===== config.mk =====
export PLATFORM = sky130hd
export DESIGN_NAME = psc_regs
export DESIGN_NICKNAME = d
export VERILOG_FILES = /design/src/psc_pkg.sv /design/src/psc_chk_if.sv /design/src/psc_regs.sv /design/src/psc_seq_check.sv /design/src/psc_err_tally.sv
export VERILOG_INCLUDE_DIRS = /design/src /design/src/src
export SDC_FILE = /design/constraint.sdc
export NUM_CORES = 1
export LEC_CHECK = 0
export BUFFER_PORTS_ARGS = -buffer_cell sky130_fd_sc_hd__buf_2
export CAP_MARGIN = 0
export CORE_MARGIN = 1.5
export CORE_UTILIZATION = 47
export CTS_CLUSTER_SIZE = 25
export DETAILED_ROUTE_END_ITERATION = 16
export GPL_TIMING_DRIVEN = 0
export PLACE_DENSITY = 0.68
export SLEW_MARGIN = 40
export SYNTH_ARGS = -nofsm -noshare
export SYNTH_HDL_FRONTEND = slang
export SYNTH_SLANG_ARGS = --single-unit
export TNS_END_PERCENT = 100

===== constraint.sdc =====
create_clock -name sys_clk -period 2.3 [get_ports sys_clk]
set_input_delay 0.345 -clock sys_clk [delete_from_list [all_inputs] [get_ports sys_clk]]
set_output_delay 0.345 -clock sys_clk [all_outputs]
set_load 0.01 [all_outputs]

===== src/psc_params.svh =====
// Register offsets, field positions and reset values for the sequence checker register bank
`ifndef PSC_PARAMS_SVH
`define PSC_PARAMS_SVH

`define PSC_ADDR_W           12
`define PSC_OFF_CHK_CTRL     12'h14B
`define PSC_OFF_ERR_COUNT    12'h14C
`define PSC_OFF_GLOBAL_PD    12'h200
`define PSC_OFF_LANE_PD      12'h201

`define PSC_BIT_ENABLE       0
`define PSC_BIT_CLEAR        1
`define PSC_BIT_POLY         2
`define PSC_BIT_GOOD         6
`define PSC_BIT_GLOBAL_OFF   0

`define PSC_RST_CHK_CTRL     8'h00
`define PSC_RST_ERR_COUNT    8'h00
`define PSC_RST_GLOBAL_PD    1'b1
`define PSC_RST_LANE_PD      8'h00

`define PSC_NUM_CLK_MULT     11
`define PSC_OFF_POWER_SET    12'h1B0
`define PSC_OFF_VAR_TUNE     12'h1B5
`define PSC_OFF_PUMP_ONE     12'h1B9
`define PSC_OFF_OSC_BIAS     12'h1BB
`define PSC_OFF_OSC_CTRL     12'h1BC
`define PSC_OFF_OSC_POWER    12'h1BE
`define PSC_OFF_OSC_CAL      12'h1BF
`define PSC_OFF_LOCK_CNT     12'h1C0
`define PSC_OFF_PUMP_TWO     12'h1C1
`define PSC_OFF_VAR_ONE      12'h1C4
`define PSC_OFF_VAR_TWO      12'h1C5

`define PSC_RST_POWER_SET    8'hFA
`define PSC_RST_VAR_TUNE     8'h83
`define PSC_RST_PUMP_ONE     8'h34
`define PSC_RST_OSC_BIAS     8'h0C
`define PSC_RST_OSC_CTRL     8'h00
`define PSC_RST_OSC_POWER    8'h00
`define PSC_RST_OSC_CAL      8'h8D
`define PSC_RST_LOCK_CNT     8'h2E
`define PSC_RST_PUMP_TWO     8'h24
`define PSC_RST_VAR_ONE      8'h33
`define PSC_RST_VAR_TWO      8'h08

`define PSC_MASK_FULL        8'hFF
`define PSC_MASK_OSC_BIAS    8'h1F

`endif


===== src/psc_pkg.sv =====
// Types shared by the sequence checker register bank
`default_nettype none
package psc_pkg;
	typedef logic [7:0] psc_byte_t;
	typedef enum logic {
		PSC_POLY_SHORT,
		PSC_POLY_LONG
	} psc_poly_e;
endpackage
`default_nettype wire


===== src/psc_chk_if.sv =====
// Control and status bundle between the register bank and the sequence checker
`timescale 1ns/100ps
`default_nettype none
interface psc_chk_if;
	import psc_pkg::*;
	logic      enable;
	logic      clear;
	psc_poly_e poly;
	logic      word_seen;
	logic      mismatch;
	logic      good;
	psc_byte_t err_count;
	modport ctl (output enable, output clear, output poly, input good, input err_count);
	modport chk (input enable, input poly, output word_seen, output mismatch, output good);
	modport tally (input enable, input clear, input word_seen, input mismatch,
		output err_count);
endinterface
`default_nettype wire


===== src/psc_regs.sv =====
// Register bank: sequence checker control, clock multiplier tuning, receiver power-down
`timescale 1ns/100ps
`default_nettype none
`include "psc_params.svh"
module psc_regs
	import psc_pkg::*;
#(
	parameter int DATA_W = 16,
	parameter int LANES  = 8
) (
	// Clock and reset
	input  wire logic                           sys_clk,
	input  wire logic                           arst_n,
	// Register port
	input  wire logic [`PSC_ADDR_W-1:0]         reg_addr,
	input  wire logic                           reg_wr,
	input  wire logic [7:0]                     reg_wdata,
	input  wire logic                           reg_rd,
	output logic      [7:0]                     reg_rdata,
	output logic                                reg_rvalid,
	// Received test data
	input  wire logic [DATA_W-1:0]              rx_data,
	input  wire logic                           rx_valid,
	// Clock multiplier settings
	output logic      [8*`PSC_NUM_CLK_MULT-1:0] clk_mult_cfg,
	// Receiver power-down
	output logic                                receiver_bias_off,
	output logic      [LANES-1:0]               lane_receiver_off
);
	localparam int NCM = `PSC_NUM_CLK_MULT;
	localparam logic [`PSC_ADDR_W-1:0] CM_OFF [NCM] = '{
		`PSC_OFF_POWER_SET, `PSC_OFF_VAR_TUNE, `PSC_OFF_PUMP_ONE,
		`PSC_OFF_OSC_BIAS, `PSC_OFF_OSC_CTRL, `PSC_OFF_OSC_POWER,
		`PSC_OFF_OSC_CAL, `PSC_OFF_LOCK_CNT, `PSC_OFF_PUMP_TWO,
		`PSC_OFF_VAR_ONE, `PSC_OFF_VAR_TWO};
	localparam psc_byte_t CM_RST [NCM] = '{
		`PSC_RST_POWER_SET, `PSC_RST_VAR_TUNE, `PSC_RST_PUMP_ONE,
		`PSC_RST_OSC_BIAS, `PSC_RST_OSC_CTRL, `PSC_RST_OSC_POWER,
		`PSC_RST_OSC_CAL, `PSC_RST_LOCK_CNT, `PSC_RST_PUMP_TWO,
		`PSC_RST_VAR_ONE, `PSC_RST_VAR_TWO};
	localparam psc_byte_t CM_MASK [NCM] = '{
		`PSC_MASK_FULL, `PSC_MASK_FULL, `PSC_MASK_FULL,
		`PSC_MASK_OSC_BIAS, `PSC_MASK_FULL, `PSC_MASK_FULL,
		`PSC_MASK_FULL, `PSC_MASK_FULL, `PSC_MASK_FULL,
		`PSC_MASK_FULL, `PSC_MASK_FULL};
	localparam psc_byte_t CTRL_RST = `PSC_RST_CHK_CTRL;

	psc_chk_if  chk_bus ();

	logic       enable_reg;
	logic       clear_reg;
	logic       poly_reg;
	logic       global_off_reg;
	logic [7:0] lane_bits_reg;
	psc_byte_t  cm_reg [NCM];
	psc_byte_t  rdata_next;

	// Checker control fields
	always_ff @(posedge sys_clk or negedge arst_n) begin
		if (!arst_n) begin
			enable_reg <= CTRL_RST[`PSC_BIT_ENABLE];
			clear_reg  <= CTRL_RST[`PSC_BIT_CLEAR];
			poly_reg   <= CTRL_RST[`PSC_BIT_POLY];
		end else if (reg_wr && reg_addr == `PSC_OFF_CHK_CTRL) begin
			enable_reg <= reg_wdata[`PSC_BIT_ENABLE];
			clear_reg  <= reg_wdata[`PSC_BIT_CLEAR];
			poly_reg   <= reg_wdata[`PSC_BIT_POLY];
		end
	end

	assign chk_bus.enable = enable_reg;
	assign chk_bus.clear  = clear_reg;
	assign chk_bus.poly   = poly_reg ? PSC_POLY_LONG : PSC_POLY_SHORT;

	psc_seq_check #(
		.DATA_W (DATA_W)
	) u_check (
		.sys_clk  (sys_clk),
		.arst_n   (arst_n),
		.rx_data  (rx_data),
		.rx_valid (rx_valid),
		.chk      (chk_bus.chk)
	);

	psc_err_tally u_tally (
		.sys_clk (sys_clk),
		.arst_n  (arst_n),
		.tly     (chk_bus.tally)
	);

	// Clock multiplier tuning registers
	generate
		for (genvar g = 0; g < NCM; g++) begin : g_cm
			always_ff @(posedge sys_clk or negedge arst_n) begin
				if (!arst_n) begin
					cm_reg[g] <= CM_RST[g];
				end else if (reg_wr && reg_addr == CM_OFF[g]) begin
					cm_reg[g] <= reg_wdata & CM_MASK[g];
				end
			end
			always_ff @(posedge sys_clk or negedge arst_n) begin
				if (!arst_n) begin
					clk_mult_cfg[8*g +: 8] <= CM_RST[g];
				end else begin
					clk_mult_cfg[8*g +: 8] <= cm_reg[g];
				end
			end
		end
	endgenerate

	// Receiver power-down registers
	always_ff @(posedge sys_clk or negedge arst_n) begin
		if (!arst_n) begin
			global_off_reg <= `PSC_RST_GLOBAL_PD;
		end else if (reg_wr && reg_addr == `PSC_OFF_GLOBAL_PD) begin
			global_off_reg <= reg_wdata[`PSC_BIT_GLOBAL_OFF];
		end
	end

	always_ff @(posedge sys_clk or negedge arst_n) begin
		if (!arst_n) begin
			lane_bits_reg <= `PSC_RST_LANE_PD;
		end else if (reg_wr && reg_addr == `PSC_OFF_LANE_PD) begin
			lane_bits_reg <= reg_wdata;
		end
	end

	// Power-down drive to the receiver
	always_ff @(posedge sys_clk or negedge arst_n) begin
		if (!arst_n) begin
			receiver_bias_off <= 1'b1;
			lane_receiver_off <= {LANES{1'b1}};
		end else begin
			receiver_bias_off <= global_off_reg;
			for (int i = 0; i < LANES; i++) begin
				lane_receiver_off[i] <= global_off_reg || lane_bits_reg[i];
			end
		end
	end

	// Read data selection
	always_comb begin
		rdata_next = 8'h00;
		case (reg_addr)
			`PSC_OFF_CHK_CTRL: begin
				rdata_next[`PSC_BIT_GOOD]   = chk_bus.good;
				rdata_next[`PSC_BIT_POLY]   = poly_reg;
				rdata_next[`PSC_BIT_CLEAR]  = clear_reg;
				rdata_next[`PSC_BIT_ENABLE] = enable_reg;
			end
			`PSC_OFF_ERR_COUNT: begin
				rdata_next = chk_bus.err_count;
			end
			`PSC_OFF_GLOBAL_PD: begin
				rdata_next[`PSC_BIT_GLOBAL_OFF] = global_off_reg;
			end
			`PSC_OFF_LANE_PD: begin
				rdata_next = lane_bits_reg;
			end
			default: begin
				for (int i = 0; i < NCM; i++) begin
					if (reg_addr == CM_OFF[i]) begin
						rdata_next = cm_reg[i];
					end
				end
			end
		endcase
	end

	always_ff @(posedge sys_clk or negedge arst_n) begin
		if (!arst_n) begin
			reg_rdata  <= 8'h00;
			reg_rvalid <= 1'b0;
		end else begin
			reg_rvalid <= reg_rd;
			if (reg_rd) begin
				reg_rdata <= rdata_next;
			end
		end
	end
endmodule
`default_nettype wire


===== src/psc_seq_check.sv =====
// Self-synchronising pseudo-random sequence checker on received words
`timescale 1ns/100ps
`default_nettype none
module psc_seq_check
	import psc_pkg::*;
#(
	parameter int DATA_W = 16
) (
	// Clock and reset
	input  wire logic              sys_clk,
	input  wire logic              arst_n,
	// Received data
	input  wire logic [DATA_W-1:0] rx_data,
	input  wire logic              rx_valid,
	// Control and status
	psc_chk_if.chk                 chk
);
	logic [14:0] hist_reg;
	logic [14:0] hist_next;
	logic        miss_next;

	// Predict each bit from earlier received bits, oldest bit first
	always_comb begin
		logic pred;
		pred = 1'b0;
		hist_next = hist_reg;
		miss_next = 1'b0;
		for (int i = DATA_W - 1; i >= 0; i--) begin
			if (chk.poly == PSC_POLY_LONG) begin
				pred = hist_next[14] ^ hist_next[13];
			end else begin
				pred = hist_next[6] ^ hist_next[5];
			end
			if (pred != rx_data[i]) begin
				miss_next = 1'b1;
			end
			hist_next = {hist_next[13:0], rx_data[i]};
		end
	end

	always_ff @(posedge sys_clk or negedge arst_n) begin
		if (!arst_n) begin
			hist_reg <= 15'h0000;
		end else if (chk.enable && rx_valid) begin
			hist_reg <= hist_next;
		end
	end

	always_ff @(posedge sys_clk or negedge arst_n) begin
		if (!arst_n) begin
			chk.word_seen <= 1'b0;
			chk.mismatch  <= 1'b0;
		end else begin
			chk.word_seen <= chk.enable && rx_valid;
			chk.mismatch  <= chk.enable && rx_valid && miss_next;
		end
	end

	always_ff @(posedge sys_clk or negedge arst_n) begin
		if (!arst_n) begin
			chk.good <= 1'b0;
		end else if (chk.enable && rx_valid) begin
			chk.good <= !miss_next;
		end
	end
endmodule
`default_nettype wire


===== src/psc_err_tally.sv =====
// Saturating error counter for the sequence checker
`timescale 1ns/100ps
`default_nettype none
`include "psc_params.svh"
module psc_err_tally
	import psc_pkg::*;
(
	// Clock and reset
	input  wire logic sys_clk,
	input  wire logic arst_n,
	// Control and status
	psc_chk_if.tally  tly
);
	always_ff @(posedge sys_clk or negedge arst_n) begin
		if (!arst_n) begin
			tly.err_count <= `PSC_RST_ERR_COUNT;
		end else if (tly.clear) begin
			tly.err_count <= `PSC_RST_ERR_COUNT;
		end else if (tly.enable && tly.word_seen && tly.mismatch
				&& tly.err_count != 8'hFF) begin
			tly.err_count <= tly.err_count + 8'h01;
		end
	end
endmodule
`default_nettype wire


==> results.yml <==
placement:
  gp_congestion: 0.926
  io_buffers: 136
  dp_slack_ps: -274
  postPlaceCellArea_mm2: 0.0107
  dp_hpwl_mm: 16.8
grt:
  grtUsageTotal_pct: 22.0
  antenna_found_initial: 0
  grt_pass1_vias: 6262
  grt_pass1_wl_mm: 36.2
  overflow: 0
  grt_max_degree: 77
timing:
  rsz0062_at_grt: "no"
  fmax_mhz: 473
  skew_ps: 10.8
  worstMarginPinSlew_ps: 809
  setup_tns_ps: 0
  relSlewSlack_pct: 46.1
  setup_viol: 0
  maxSlewViolCount: 0
  hold_viol_final: 0
  fin_crit_sh_pct: 92.0
  period_needed_ps: 2120
  setup_slack_ps: 184
setup_path:
  cp-end-kind: "flop"
  cp_cell_sequence: "clkbuf_1, buf_2, buf_1, mux2_2, o21ai_0, o21ai_1, a21o_1"
  cp-start-kind: "primary input"
  path_buf_inv: 3
  critPathTopFamily: "buffers and inverters"
  critPathKind: "in2reg"
  cp.arrival_ps: 2520
  crit_fanout: 10
  cpPeakStageDelay_ps: 540
  required_ps: 2700
  crit_slowest_cell: "buf_1"
clock_network:
  cts-root-buf: "clkbuf_16"
  htree_levels: 1
  tritoncts: "yes"
  cts_setup_buffers: 0
  clock_sinks: 226
  cts_made_buffers: 23
  path_clk_slew_ps: 60
  clockBufferDepth: 3
  clkLatencyLatePin_ps: 510
synthesis:
  synth.distinct_cells: 64
  yosysSeqAreaShare_pct: 60.0
  ys_ff_latch: 226
  synth_edf_count: 0
  synth_ff_type: "dfrtp_1"
  ys_warn_count: 0
  netlist_instances: 720
  syn_avg_cell_area_um2: 13.3
  async_flop_share_pct: 100
  synth_area_mm2: 0.00956
drt:
  viasPerCell: 5.46
  drtIter0Drc: 573
  wl_per_cell_um: 19.8
  via_count: 6384
  dr.pass1.iters: 5
  drc: 0
  route.antenna.remaining_nets: 0
  wirelength_mm: 23.2
finish:
  nets: 930
  drive_gt1_share_pct: 39.5
  fin_area_mm2: 0.0115
  syn2layout_area_growth_pct: 20.0
floorplan:
  initial_core_util_pct: 48.5
  dieWidth_um: 146
  ios: 147
  die_area_mm2: 0.0212
  die_y_um: 146
  core_area_mm2: 0.0197
  core.rowCount: 51
flow_run:
  maxCapViolations: 0
pwr:
  power_uw: 8380
  p_leak_uw: 0.00565
  p_per_area_mw_per_mm2: 730
  peakVddDrop_mv: 0.508
outcome:
  status: "finished clean"
hold_path:
  hold_path.class: "in2reg"
kinds of logic after synthesis:
group / Yosys count / synth area share, %
AO/OA/AOI/OAI: 112 / 7.75
XOR/XNOR: 48 / 4.40
adder cells (fa/ha/maj): 1 / 0.131
buffers and inverters: 53 / 2.54
flip-flops: 226 / 60.0
multiplexers: 136 / 16.7
other: 1 / 0.0392
AND/OR/NAND/NOR: 143 / 8.40
cell type report:
cell class / count / area [um^2]
diodes: 1 / 2.50
flip-flops and latches: 226 / 5740
clock buffers: 35 / 671
well taps: 265 / 332
repair buffers: 141 / 793
inverters: 5 / 18.8
fillers: 1644 / 8240
plain buffers: 48 / 224
clock inverters: 6 / 111
multi-input cells: 443 / 3590
Yosys cell counts (all sizes together) (2+ instances only):
library cell / n / area, um^2
a221oi: 2 / 17.5
nand3: 10 / 60.1
or2: 12 / 75.1
a211oi: 2 / 15.0
clkbuf: 24 / 90.1
nand2b: 9 / 56.3
a21o: 4 / 30.0
xor2: 5 / 43.8
o31ai: 4 / 30.0
o32ai: 2 / 17.5
a222oi: 2 / 20.0
a2bb2oi: 8 / 70.1
nand4b: 2 / 17.5
a21oi: 27 / 135
o32a: 5 / 50.1
nor2b: 5 / 31.3
o22ai: 9 / 56.3
and4: 3 / 26.3
and3: 4 / 25.0
o2111ai: 3 / 26.3
dfstp: 68 / 1790
mux2i: 19 / 190
inv: 5 / 18.8
dfrtp: 158 / 3950
and3b: 2 / 17.5
nor4b: 2 / 23.8
mux2: 117 / 1410
nor3b: 2 / 15.0
a22oi: 4 / 30.0
a31oi: 9 / 56.3
nor4: 4 / 40.0
nand2: 23 / 86.3
xnor2: 43 / 377
buf: 24 / 134
nor3: 13 / 80.1
o21ai: 22 / 110
or3: 8 / 50.1
nand4: 4 / 25.0
o211ai: 2 / 15.0
nor2: 37 / 146
metrics by stage:
| step | std cells | hold WS, ps | util, % |
|---|---|---|---|
| after global routing | 1169 | 61.6 | 58.2 |
| after floorplan | 722 | 49.4 | - |
| after detailed placement | 1126 | 208 | 54.1 |
| after global placement | 1123 | 361 | 53.7 |
| after CTS | 1169 | 61.0 | 58.2 |
| final | 1170 | 65.6 | 58.2 |
layer usage:
layer,track usage [%],vias up,share of wire (%)
li1,-,2906,-
met1,31.3,3190,44
met2,34.6,253,47
met3,4.08,35,7.1
met4,6.17,0,2.6
met5,0,-,0
final timing paths:
kind,startpoint,cells past startpoint,endpoint,slack (ps)
hold reg to reg,cm_reg[25],0,clk_mult_cfg[57],370
hold / removal,reg_wdata[6],2,cm_reg[30],70
setup / recovery,reg_addr[0],7,reg_rdata[1],180
max in group asynchronous,arst_n,5,clk_mult_cfg[26],700
setup reg to reg,u_check.hist_reg[10],6,u_check.chk.good,280
min in group asynchronous,arst_n,2,clk_mult_cfg[68],270
placed cells by master (no fill, tap or decap), types with 7 or more instances in the layout:
master	synthesis	final
a2bb2oi_1	8	8
mux2_2	51	51
clkbuf_1	24	31
nor2_1	34	34
clkbuf_16	0	23
nand3_1	8	8
o22ai_1	9	9
or2_2	8	8
nand2b_1	9	9
buf_4	7	7
dfrtp_1	158	158
nand2_1	23	23
or3_1	8	8
o21ai_0	18	18
a31oi_1	9	9
dfstp_2	68	68
xnor2_1	43	43
mux2_4	24	24
buf_2	14	149
nor3_1	10	10
mux2_1	42	42
a21oi_1	27	27
mux2i_1	19	19
power breakdown:
group / switching, uW / leakage [uW] / internal (uW)
clock: 1470 / 0.000379 / 2340
sequential: 28.5 / 0.00288 / 4020
combinational: 329 / 0.00239 / 193
timing repair:
| action | in CTS | in global routing |
|---|---|---|
| setup endpoints to repair | 0 | 0 |
| gates resized for setup | 0 | 0 |
| hold endpoints to repair | 49 | 0 |
| hold buffers | 2 | 0 |
Power figures use the tool's default switching activity.
